### src/rtl/bis_pkg.sv
package bis_pkg;
  localparam int          NUM_CHAN         = 3;
  localparam int          ADDR_W           = 8;
  localparam int          DATA_W           = 8;
  localparam logic [7:0]  ADDR_GATE        = 8'h20;
  localparam logic [7:0]  ADDR_SUMMARY     = 8'h21;
  localparam logic [7:0]  ADDR_SRC_STAT_C0 = 8'h02;
  localparam logic [7:0]  ADDR_SRC_STAT_C1 = 8'h0A;
  localparam logic [7:0]  ADDR_SRC_STAT_C2 = 8'h12;
  localparam logic [7:0]  SUMMARY_RESET    = 8'h00;
  localparam logic [7:0]  GATE_RESET       = 8'h00;
  localparam int          SUMMARY_LSB      = 0;
  localparam int          SUMMARY_MSB      = 2;
endpackage : bis_pkg

### src/rtl/bis_flag.sv
`timescale 1ns/10ps
module bis_flag
(
  input  wire logic core_clk,
  input  wire logic rst_n,
  input  wire logic set_req,
  input  wire logic clr_req,
  input  wire logic gate,
  output logic      flag
);
  // latch and gate
  // a closed gate kills the flag; otherwise set wins over a clear in the same cycle
  always_ff @(posedge core_clk or negedge rst_n)
  begin
    if (!rst_n)
      flag <= 1'b0;
    else if (!gate)
      flag <= 1'b0;
    else if (set_req)
      flag <= 1'b1;
    else if (clr_req)
      flag <= 1'b0;
  end
endmodule : bis_flag

### src/rtl/bis_summary.sv
// Function
// summary bit 2 is one while channel 2 has a pending interrupt
// summary bit 1 is one while channel 1 has a pending interrupt
// summary bit 0 is one while channel 0 has a pending interrupt
// a set summary bit holds until that channel's source status is read
// software reads source status at 0x02, 0x0A or 0x12 to find cause
// a zero block-level gate bit blocks all interrupts of that channel
// bits 7..3 read zero, writes ignored, all bits reset to zero
`timescale 1ns/10ps
module bis_summary
(
  input  wire logic                       core_clk,
  input  wire logic                       rst_n,
  input  wire logic [bis_pkg::ADDR_W-1:0] reg_addr,
  input  wire logic                       reg_rd,
  input  wire logic                       reg_wr,
  input  wire logic [bis_pkg::DATA_W-1:0] reg_wdata,
  input  wire logic [bis_pkg::NUM_CHAN-1:0] chan_pending,
  input  wire logic [bis_pkg::NUM_CHAN-1:0] chan_gate,
  output logic      [bis_pkg::DATA_W-1:0] reg_rdata,
  output logic                            reg_rd_ack,
  output logic      [bis_pkg::NUM_CHAN-1:0] summary
);
  import bis_pkg::*;

  // source status address of a channel; shared by the clear decode and checks
  function automatic logic [ADDR_W-1:0] src_stat_addr(input int chan);
    logic [ADDR_W-1:0] a;
    a = ADDR_SRC_STAT_C0;
    case (chan)
      1:       a = ADDR_SRC_STAT_C1;
      2:       a = ADDR_SRC_STAT_C2;
      default: a = ADDR_SRC_STAT_C0;
    endcase
    return a;
  endfunction : src_stat_addr

  // one decode for the summary read; the read port and the checks share it
  function automatic logic summary_read(input logic rd, input logic [ADDR_W-1:0] addr);
    return rd && (addr == ADDR_SUMMARY);
  endfunction : summary_read

  // a read at one channel's source status address clears only that channel
  function automatic logic src_read(input logic rd, input logic [ADDR_W-1:0] addr,
                                    input int chan);
    return rd && (addr == src_stat_addr(chan));
  endfunction : src_read

  logic [NUM_CHAN-1:0] src_rd;
  logic                summary_hit;
  logic [DATA_W-1:0]   next_rdata;

  // summary decode
  assign summary_hit = summary_read(reg_rd, reg_addr);

  genvar gi;
  generate
    for (gi = 0; gi < NUM_CHAN; gi++)
    begin : g_chan
      // source read
      assign src_rd[gi] = src_read(reg_rd, reg_addr, gi);
      // per-channel flag
      bis_flag u_flag
      (
        .core_clk (core_clk),
        .rst_n    (rst_n),
        .set_req  (chan_pending[gi]),
        .clr_req  (src_rd[gi]),
        .gate     (chan_gate[gi]),
        .flag     (summary[gi])
      );
    end
  endgenerate

  // read-only view
  // writes are deliberately not decoded: the register has no writable bit
  always_comb
  begin
    next_rdata = SUMMARY_RESET;
    if (summary_hit)
      next_rdata = {{(DATA_W-NUM_CHAN){1'b0}}, summary};
  end

  // registered read data
  // data falls back to zero after its one cycle, so a stale read never shows twice
  always_ff @(posedge core_clk or negedge rst_n)
  begin
    if (!rst_n)
      reg_rdata <= SUMMARY_RESET;
    else
      reg_rdata <= next_rdata;
  end

  // read acknowledge
  always_ff @(posedge core_clk or negedge rst_n)
  begin
    if (!rst_n)
      reg_rd_ack <= 1'b0;
    else
      reg_rd_ack <= summary_hit;
  end

  // writes are ignored
  logic unused_wr;
  assign unused_wr = reg_wr ^ (^reg_wdata);

  a_chan2_set: assert property (@(posedge core_clk) disable iff (!rst_n)
    chan_pending[2] && chan_gate[2] |=> summary[2])
    else $error("channel 2 pending not flagged");

  a_chan1_set: assert property (@(posedge core_clk) disable iff (!rst_n)
    chan_pending[1] && chan_gate[1] |=> summary[1])
    else $error("channel 1 pending not flagged");

  a_chan0_set: assert property (@(posedge core_clk) disable iff (!rst_n)
    chan_pending[0] && chan_gate[0] |=> summary[0])
    else $error("channel 0 pending not flagged");

  a_flag_holds: assert property (@(posedge core_clk) disable iff (!rst_n)
    summary[1] && chan_gate[1] && !(reg_rd && reg_addr == ADDR_SRC_STAT_C1)
      |=> summary[1])
    else $error("channel 1 flag dropped without source read");

  a_flag_clears: assert property (@(posedge core_clk) disable iff (!rst_n)
    reg_rd && reg_addr == ADDR_SRC_STAT_C2 && !chan_pending[2] |=> !summary[2])
    else $error("channel 2 flag not cleared by source read");

  a_gate_blocks: assert property (@(posedge core_clk) disable iff (!rst_n)
    !chan_gate[0] |=> !summary[0])
    else $error("gated channel 0 still flagged");

  a_read_value: assert property (@(posedge core_clk) disable iff (!rst_n)
    reg_rd && reg_addr == ADDR_SUMMARY
      |=> reg_rd_ack && reg_rdata[7:3] == 5'h0 && reg_rdata[2:0] == $past(summary))
    else $error("summary read data wrong");

  a_write_ignored: assert property (@(posedge core_clk) disable iff (!rst_n)
    reg_wr && !reg_rd && chan_gate == 3'h7
      |=> summary == ($past(summary) | $past(chan_pending)))
    else $error("write changed summary");

  a_write_no_ack: assert property (@(posedge core_clk) disable iff (!rst_n)
    reg_wr && !reg_rd |=> !reg_rd_ack && reg_rdata == 8'h00)
    else $error("write produced read response");

  a_rdata_idle: assert property (@(posedge core_clk) disable iff (!rst_n)
    !summary_read(reg_rd, reg_addr) |=> !reg_rd_ack && reg_rdata == SUMMARY_RESET)
    else $error("read response without summary read");

  a_upper_zero: assert property (@(posedge core_clk) disable iff (!rst_n)
    reg_rdata[7:3] == 5'h00)
    else $error("unused summary bits not zero");

  a_reset_clear: assert property (@(posedge core_clk)
    $rose(rst_n) |-> summary == 3'h0 && !reg_rd_ack && reg_rdata == SUMMARY_RESET)
    else $error("outputs not cleared by reset");

  a_ack_cause: assert property (@(posedge core_clk) disable iff (!rst_n)
    reg_rd_ack |-> $past(summary_read(reg_rd, reg_addr)))
    else $error("ack without summary read");

  a_ack_single: assert property (@(posedge core_clk) disable iff (!rst_n)
    reg_rd_ack && !summary_read(reg_rd, reg_addr) |=> !reg_rd_ack)
    else $error("ack stood longer than one cycle");

  a_src_no_ack: assert property (@(posedge core_clk) disable iff (!rst_n)
    src_read(reg_rd, reg_addr, 1) |=> !reg_rd_ack)
    else $error("source status read acknowledged here");

  a_read_keeps: assert property (@(posedge core_clk) disable iff (!rst_n)
    summary_read(reg_rd, reg_addr) && chan_gate == 3'h7
      |=> summary == ($past(summary) | $past(chan_pending)))
    else $error("summary read changed flags");

  a_chan2_hold: assert property (@(posedge core_clk) disable iff (!rst_n)
    summary[2] && chan_gate[2] && !src_read(reg_rd, reg_addr, 2)
      |=> summary[2])
    else $error("channel 2 flag dropped without source read");

  a_chan0_hold: assert property (@(posedge core_clk) disable iff (!rst_n)
    summary[0] && chan_gate[0] && !src_read(reg_rd, reg_addr, 0)
      |=> summary[0])
    else $error("channel 0 flag dropped without source read");

  a_chan0_clears: assert property (@(posedge core_clk) disable iff (!rst_n)
    src_read(reg_rd, reg_addr, 0) && !chan_pending[0] |=> !summary[0])
    else $error("channel 0 flag not cleared by source read");

  a_chan1_clears: assert property (@(posedge core_clk) disable iff (!rst_n)
    src_read(reg_rd, reg_addr, 1) && !chan_pending[1] |=> !summary[1])
    else $error("channel 1 flag not cleared by source read");

  a_gate1_blocks: assert property (@(posedge core_clk) disable iff (!rst_n)
    !chan_gate[1] |=> !summary[1])
    else $error("gated channel 1 still flagged");

  a_gate2_blocks: assert property (@(posedge core_clk) disable iff (!rst_n)
    !chan_gate[2] |=> !summary[2])
    else $error("gated channel 2 still flagged");

  a_chan2_quiet: assert property (@(posedge core_clk) disable iff (!rst_n)
    !summary[2] && !(chan_pending[2] && chan_gate[2]) |=> !summary[2])
    else $error("channel 2 flagged with nothing pending");

  a_chan1_quiet: assert property (@(posedge core_clk) disable iff (!rst_n)
    !summary[1] && !(chan_pending[1] && chan_gate[1]) |=> !summary[1])
    else $error("channel 1 flagged with nothing pending");

  a_chan0_quiet: assert property (@(posedge core_clk) disable iff (!rst_n)
    !summary[0] && !(chan_pending[0] && chan_gate[0]) |=> !summary[0])
    else $error("channel 0 flagged with nothing pending");

  a_chan2_set_wins: assert property (@(posedge core_clk) disable iff (!rst_n)
    src_read(reg_rd, reg_addr, 2) && chan_pending[2] && chan_gate[2] |=> summary[2])
    else $error("channel 2 clear beat a new event");

  a_chan1_set_wins: assert property (@(posedge core_clk) disable iff (!rst_n)
    src_read(reg_rd, reg_addr, 1) && chan_pending[1] && chan_gate[1] |=> summary[1])
    else $error("channel 1 clear beat a new event");

  a_chan0_set_wins: assert property (@(posedge core_clk) disable iff (!rst_n)
    src_read(reg_rd, reg_addr, 0) && chan_pending[0] && chan_gate[0] |=> summary[0])
    else $error("channel 0 clear beat a new event");
endmodule : bis_summary

### config.mk
export PLATFORM = sky130hd
export DESIGN_NAME = bis_summary
export DESIGN_NICKNAME = d
export VERILOG_FILES = /design/src/rtl/bis_pkg.sv /design/src/rtl/bis_flag.sv /design/src/rtl/bis_summary.sv
export SDC_FILE = /design/constraint.sdc
export NUM_CORES = 1
export LEC_CHECK = 0
export ABC_CLOCK_PERIOD_IN_PS = 850
export BUFFER_PORTS_ARGS = -buffer_cell sky130_fd_sc_hd__buf_2
export CAP_MARGIN = 20
export CORE_AREA = 2 2 39 41
export DETAILED_ROUTE_END_ITERATION = 12
export DIE_AREA = 0 0 41 43
export PLACE_DENSITY = 0.75
export SYNTH_ARGS = -nofsm -noshare
export SYNTH_HDL_FRONTEND = slang
export SYNTH_SLANG_ARGS = --single-unit
export TNS_END_PERCENT = 50
### constraint.sdc
create_clock -name core_clk -period 0.85 [get_ports core_clk]
set_clock_uncertainty 0.05 [all_clocks]
set_input_delay 0.085 -clock core_clk [delete_from_list [all_inputs] [get_ports core_clk]]
set_output_delay 0.085 -clock core_clk [all_outputs]
set_load 0.02 [all_outputs]
After elaboration in Yosys (flattened, before gate mapping)
Cells that the tools add are included.
W data, S select, Z words.
{"block": "totals", "regBits": 7, "inputBits": 26, "output_inout_bits": 12, "word_cells": 26}
{"block": "op_classes", "n_eq_ne": 7, "n_mux": 10, "reduce_logical": 4}
{"operator": "$mux W1", "n": 9}
{"operator": "$ne A3 B2 Y1 const B", "n": 3}
{"operator": "$eq A8 B2 Y1 const B", "n": 1}
{"operator": "$eq A8 B4 Y1 const B", "n": 1}
{"operator": "$eq A8 B5 Y1 const B", "n": 1}
{"operator": "$eq A8 B6 Y1 const B", "n": 1}
{"operator": "$logic_and A1 B1 Y1", "n": 4}
{"operator": "$mux W3", "n": 1}

Longest topological paths before layout
Gate-level depths: netlist of run 1.
{"block": "depth", "depth_word": 5, "mapped_depth": 3, "depth_no_buf": 3}

Cells and area by module
From an unflattened synthesis of run 1, not the netlist that was laid out.
{"block": "unflattened", "hier_cells": 35, "hier_area_um2": 376.6}
{"mod": "bis_summary", "instances": 1, "cells_per_inst": 26, "area_per_inst_um2": 237.7, "seq_area_each_um2": 100.1}
{"mod": "bis_flag", "instances": 3, "cells_per_inst": 3, "area_per_inst_um2": 46.3, "seq_area_each_um2": 25.0}

Worst setup path after synthesis of run 1
OpenSTA, ideal clock, no wires.
{"block": "synth_timing", "path_type": "input-to-reg", "start": "in reg_addr[2] (netlist bit)", "end": "reg g_chan[2].u_flag.flag", "setup_ns": 0.131, "arrival_ns": 0.978, "required_time_ns": 0.669, "setup_slack_ns": -0.308, "stages": 3, "path_buffers": 0, "path_cell_list": "or4b_4 > nor4_4 > a31oi_1"}
{"block": "synth_between", "elab_chain_cells": 3}
{"item": "start: declaration", "line_no": "bis_summary.sv:14", "source": "input wire logic [bis_pkg::ADDR_W-1:0] reg_addr,"}
{"item": "$eq A8 B5 Y1", "line_no": "bis_summary.sv:46", "source": "return rd && (addr == src_stat_addr(chan));"}
{"item": "$logic_and A1 B1 Y1", "line_no": "bis_summary.sv:46"}
{"item": "$ne A3 B2 Y1 (no line)"}
{"item": "end signal: assignment", "line_no": "bis_flag.sv:18", "source": "flag <= 1'b0;"}
{"item": "end signal: assignment", "line_no": "bis_flag.sv:20", "source": "flag <= 1'b1;"}
{"item": "end signal: assignment", "line_no": "bis_flag.sv:22", "source": "flag <= 1'b0;"}
{"item": "end: declaration", "line_no": "bis_flag.sv:9", "source": "output logic flag"}
Every way passes these cells.
A chain may end at the register's enable or synchronous reset.

Worst setup path in the final report of run 1
{"block": "layout_timing", "start": "in reg_addr[6] (netlist bit)", "end": "reg g_chan[2].u_flag.flag"}
The elaborated chain is that of the path after synthesis.

==> results of run 1 <==
## placed cells by master (no fill, tap or decap)
master | netlist | final
buf_2 | 0 | 17
dfrtp_1 | 7 | 7
buf_6 | 0 | 6
conb_1 | 1 | 5
and2_1 | 3 | 3
o21ai_0 | 3 | 3
clkbuf_4 | 0 | 3
nor2_1 | 2 | 2
a21oi_1 | 2 | 2
or4b_4 | 1 | 1
nand4bb_1 | 1 | 1
nor3_4 | 1 | 1
nand2b_1 | 1 | 1
nor4_4 | 1 | 1
inv_1 | 1 | 1
a31oi_1 | 1 | 1
nor4b_1 | 1 | 1
clkbuf_1 | 0 | 1
dlygate4sd3_1 | 0 | 1
buf_4 | 8 | 1
## cells by family after synthesis
family                 share of synthesized area (%)
AO/OA/AOI/OAI                                  8.278
AND/OR/NAND/NOR                                27.49
buffers and inverters                          16.89
flip-flops                                     46.36
other                                         0.9924
## Yosys cell counts
| cell type | instances | share of area (%) |
|---|---|---|
| or4b_4 | 1 | 3.6 |
| nor3_4 | 1 | 4.3 |
| and2_1 | 3 | 5.0 |
| o21ai_0 | 3 | 4.0 |
| a31oi_1 | 1 | 1.7 |
| a21oi_1 | 2 | 2.6 |
| dfrtp_1 | 7 | 46 |
| nand2b_1 | 1 | 1.7 |
| conb_1 | 1 | 0.99 |
| nor2_1 | 2 | 2.0 |
| nor4b_1 | 1 | 2.3 |
| nor4_4 | 1 | 5.6 |
| inv_1 | 1 | 0.99 |
| nand4bb_1 | 1 | 3.0 |
| buf_4 | 8 | 16 |
## flip-flops by register name, summed over array words and instances (netlist names)
| register | count |
|---|---|
| g_chan.u_flag.flag | 3 |
| reg_rdata | 3 |
| reg_rd_ack | 1 |
## routing by layer
metal  vias to the layer above  global-route usage (%)
met3                         0                   1.571
met2                        16                   18.13
met1                       143                   7.468
met5                         -                       0
li1                        152                       -
met4                         0                   8.000
## how the worst max path moves through the flow
stage                startpoint                                 to  depth (start not counted)
floorplan           reg_addr[2]  g_chan[2].u_flag.flag$_DFFE_PN0P_                          3
global placement    reg_addr[2]  g_chan[2].u_flag.flag$_DFFE_PN0P_                          4
detailed placement  reg_addr[2]  g_chan[2].u_flag.flag$_DFFE_PN0P_                          4
CTS                 reg_addr[6]  g_chan[2].u_flag.flag$_DFFE_PN0P_                          4
global route        reg_addr[6]  g_chan[2].u_flag.flag$_DFFE_PN0P_                          4
finish              reg_addr[6]  g_chan[2].u_flag.flag$_DFFE_PN0P_                          4
## worst register-to-register path: stages, from the launching register on
cell and delay [ps]:
dfrtp_1 400, o21ai_0 180, a21oi_1 60
## power groups by stage
stage / Sequential, mW / Combinational [mW] / Clock [mW]
after floorplan: 0.354 / 0.0876 / 0
after global placement: 0.356 / 0.121 / 0
after detailed placement: 0.356 / 0.123 / 0
after CTS: 0.353 / 0.137 / 0.296
after global routing: 0.353 / 0.151 / 0.310
final: 0.352 / 0.136 / 0.287
## what timing repair did
item / in CTS / in global routing
resized for setup: 5 / 6
hold buffers: 1 / 0
endpoints found under the hold margin: 7 / 0
setup endpoints to repair: 14 / 13
pin swaps: 5 / 2
## cell type report
cell class	count	share of cell area (%)
flip-flops and latches	7	31.89
repair buffers	25	30.98
multi-input cells	22	28.02
well taps	16	3.645
inverters	1	0.6834
clock buffers	4	4.784
==> results.md, run 1 <==
* Outcome: complete, but fails checks
* Failing checks: setup timing
* Fin. Hold Viols at 0
* CP Buf/Inv Count at 1
* First-pass GRT wire length at 1.138 mm
* Hold path depth at 2
* Register area share after synthesis at 46.36%
* N_diodes at 0
* R2R setup slack at 30 ps
* Peak Freq at 1052 MHz
* Hold slack at 28.61 ps
* Vias after detailed routing at 311
* Worst R2R Path Depth at 2
* Clock power share at 37.0%
* Worst setup margin at -100.7 ps
* WL met1 at 215 um
* Post-synth cell types at 15
* GRT overflow at 0
* RSZ-0062 raised after global routing: yes
* Final setup viols at 13
* IO Port Bufs at 23
* Seq cells post-synth at 7
* Netlist Area Pre-Place at 377.9 sq um
* Synth Area per Inst at 11.11 sq um
* Setup tns final at -753.6 ps
* CTS tree: done
* Fin area at 549.3 sq um
* FF/Latch Area at 175.2 sq um
* Placed instance count at 70
* Highest metal used: met3
* WL met2 at 459 um
* Reg2reg start: g_chan[0].u_flag.flag$_DFFE_PN0P_
* Hold endpoint: reg_rd_ack$_DFF_PN0_
* Delay-heaviest family, CP: simple AND/OR/NAND/NOR gates
* Total track usage at 9.668%
* Clock transition at path regs at 50 ps
* Hold Path Class: in2reg
* First-pass DRT Iterations at 2
* Peak supply drop at 0.4386 mV
* Initial antenna violation count at 0
* Die width at 41 um
* Worst EP required at 920 ps
* Leakage at 0.2862 nW
* R2r endpoint: g_chan[0].u_flag.flag$_DFFE_PN0P_
* Total power at 0.7750 mW
* Startpoint Class: input pin
* Io pins at 38
* Crit end category: register
* Via density at 4.147
* Layout cells sized above 1 at 50.85%
* Fin util at 39.69%
* Setup Fix Bufs, Post-CTS at 0
* Period minus WS final at 950.7 ps
* Post-route ant nets at 0
* Multi-input logic area at 153.9 sq um
* Pin count of the biggest net entering global routing at 8
* Switching share of power at 24.65%
* Initial Utilization at 27.31%
* Kind of critical path: in2reg
* Gate power share at 17.5%
* Slowest CP cell: or4b_4
* Critical path fanouts, max at 3
* Slowest stage delay, CP at 570 ps
* Die Height at 43 um
* Routability cong. at 0.5652
* CTS H-tree lvls at 1
* P per Cell Area at 1411 nW/um^2
* CTS Buffer Depth at 2
* Row count at 14
* Total internal power at 0.5840 mW
* Dpl cell area at 475.5 sq um
* Wire length on met3 at 64 um
* Setup WS pre-CTS at -436.0 ps
* Worst-Skew Late Latency at 240 ps
* DR DRC count at 0
* CTS Buf Count at 3
* Die area at 1763 sq um
* Wire per inst at 9.840 um
* Clk sinks at 7
* Max_cap viols at 0
* Drt first-iter violations at 1
* Slew Viols, Final at 0
* Hpwl dp at 664 um
* Psw at 0.1911 mW
* Fillers at 148
* Core Area at 1384 sq um
* Finished Layout Cells at 75
* WL final at 738 um
* Hold path start: reg_addr[4]
* Cell count after synthesis at 34
* # nets final at 86
* Clk root buf: clkbuf_4
* Worst path cell trace: buf_6, or4b_4, nor4_4, a31oi_1
* Arrival @ worst endpoint at 1020 ps
* Vias in the first global route at 318
* Fin crit share at 111.8%
* Yosys Warn Count at 0
* Syn-to-layout area delta at 45.36%
* Reg power frac at 45.4%
(Power assumes the default switching activity.)
==> inputs of run 2 (changes only) <==
--- a/config.mk
+++ b/config.mk
@@ -8,9 +8,9 @@
 export ABC_CLOCK_PERIOD_IN_PS = 850
 export BUFFER_PORTS_ARGS = -buffer_cell sky130_fd_sc_hd__buf_2
 export CAP_MARGIN = 20
-export CORE_AREA = 2 2 39 41
+export CORE_AREA = 4 4 41 43
 export DETAILED_ROUTE_END_ITERATION = 12
-export DIE_AREA = 0 0 41 43
+export DIE_AREA = 0 0 45 47
 export PLACE_DENSITY = 0.75
 export SYNTH_ARGS = -nofsm -noshare
 export SYNTH_HDL_FRONTEND = slang
==> results.md, run 2 (synthesis results as in run 1) <==
* Setup WS pre-CTS at -494.7 ps
* Worst-Skew Late Latency at 240 ps
* Hpwl dp at 748.5 um
* First-pass GRT wire length at 1.214 mm
* Layout cells sized above 1 at 54.10%
* Max_cap viols at 0
* Pin count of the biggest net entering global routing at 8
* RSZ-0062 raised after global routing: yes
* Slowest stage delay, CP at 570 ps
* Failing checks: setup timing
* Routability cong. at 0.6712
* Clk root buf: clkbuf_4
* Peak supply drop at 0.3619 mV
* Worst EP required at 980 ps
* Top flop regs: g_chan.u_flag.flag (3), reg_rdata (3), reg_rd_ack (1)
* WL final at 842 um
* Worst setup margin at -136.1 ps
* Slowest CP cell: or4b_4
* Most frequent cells in the layout: 19 x buf_2, 7 x dfrtp_1, 5 x conb_1
* Initial Utilization at 29.04%
* Vias in the first global route at 330
* Fin area at 554.3 sq um
* Kind of critical path: in2reg
* IO Port Bufs at 23
* Via density at 4.303
* Wire per inst at 11.08 um
* Finished Layout Cells at 76
* Initial antenna violation count at 0
* Fillers at 137
* Critical path fanouts, max at 4
* N_diodes at 0
* Core Area at 1301 sq um
* Die area at 2115 sq um
* GRT overflow at 0
* Startpoint Class: input pin
* Period minus WS final at 986.1 ps
* CTS Buf Count at 3
* First-pass DRT Iterations at 1
* Hold Path Class: in2reg
* Fin crit share at 116.0%
* Dpl cell area at 474.2 sq um
* P per Cell Area at 1438 nW/um^2
* Clk sinks at 7
* Syn-to-layout area delta at 46.69%
* Leakage at 0.2971 nW
* DR DRC count at 0
* Die width at 45 um
* Io pins at 38
* Commonest non-fill, non-tap cell in the layout: buf_2
* Setup tns final at -959.6 ps
* Worst path cell trace: buf_6, or4b_4, nor3_4, and2_1
* Crit end category: register
* Final setup viols at 14
* Post-route ant nets at 0
* Placed instance count at 69
* Drt first-iter violations at 0
* CTS H-tree lvls at 1
* # nets final at 88
* Clock transition at path regs at 50 ps
* Total track usage at 8.188%
* CTS Buffer Depth at 2
* Hold slack at 14.65 ps
* Outcome: complete, but fails checks
* Row count at 13
* Vias after detailed routing at 327
* Die Height at 47 um
* Peak Freq at 1014 MHz
* Fin. Hold Viols at 0
* Arrival @ worst endpoint at 1120 ps
* Slew Viols, Final at 0
* CTS tree: done
## run 2: cell types whose count changed in the layout (fill, tap and decap cells not counted)
cell	delta
buf_2	+2
buf_4	+2
buf_6	-2
o21ai_0	-1
o21ai_2	+1
## run 2: metal layers
metal / GRT usage [%] / wire length [um] / vias up
met3: 2.299 / 105 / 0
met2: 15.82 / 483 / 17
li1: - / - / 158
met4: 5.263 / 0 / 0
met1: 7.407 / 253 / 152
met5: 0 / 0 / -
## run 2: final timing paths
check                                                       start                           endpoint  slack [ps]  depth (start not counted)
min in group asynchronous                                   rst_n             reg_rdata[1]$_DFF_PN0_         150                          2
worst min-delay path                                 chan_gate[1]  g_chan[1].u_flag.flag$_DFFE_PN0P_          10                          3
worst max-delay path                                  reg_addr[6]             reg_rdata[0]$_DFF_PN0_        -140                          4
max in group asynchronous                                   rst_n             reg_rdata[2]$_DFF_PN0_         450                          2
worst max register to register  g_chan[2].u_flag.flag$_DFFE_PN0P_  g_chan[2].u_flag.flag$_DFFE_PN0P_         -50                          3
worst min register to register  g_chan[2].u_flag.flag$_DFFE_PN0P_             reg_rdata[2]$_DFF_PN0_         490                          1
## run 2: final cells by class
type / instances / area (sq um) / area share [%]
inverter: 1 / 3.754 / 0.6772
clock buffer: 4 / 26.28 / 4.740
timing repair buffer: 27 / 172.7 / 31.15
multi-input combinational: 22 / 157.7 / 28.44
tap: 15 / 18.77 / 3.386
sequential: 7 / 175.2 / 31.60
## run 2: timing repair
item | 4_1_cts | 5_1_grt
hold endpoints to repair | 7 | 0
resized for setup | 7 | 2
hold buffers | 1 | 0
buffers inserted | 1 | 1
pin swaps | 7 | 1
endpoints found under the setup margin | 14 | 14
## run 2: stage by stage
| step | total power [mW] | utilization [%] |
|---|---|---|
| floorplan | 0.4417 | - |
| global placement | 0.4770 | 36.44 |
| detailed placement | 0.4805 | 36.44 |
| CTS | 0.8024 | 41.54 |
| global route | 0.8534 | 42.60 |
| finish | 0.7971 | 42.60 |
## run 2: critical path: cells and delay by family
family                 cells  cell delay [ps]
AND/OR/NAND/NOR            3              950
buffers and inverters      1               90
## run 2: report_power, final
group	internal (mW)	leakage, nW	switching [mW]
Clock	0.178	0.0150	0.113
Sequential	0.344	0.0934	0.00833
Combinational	0.0743	0.189	0.0795
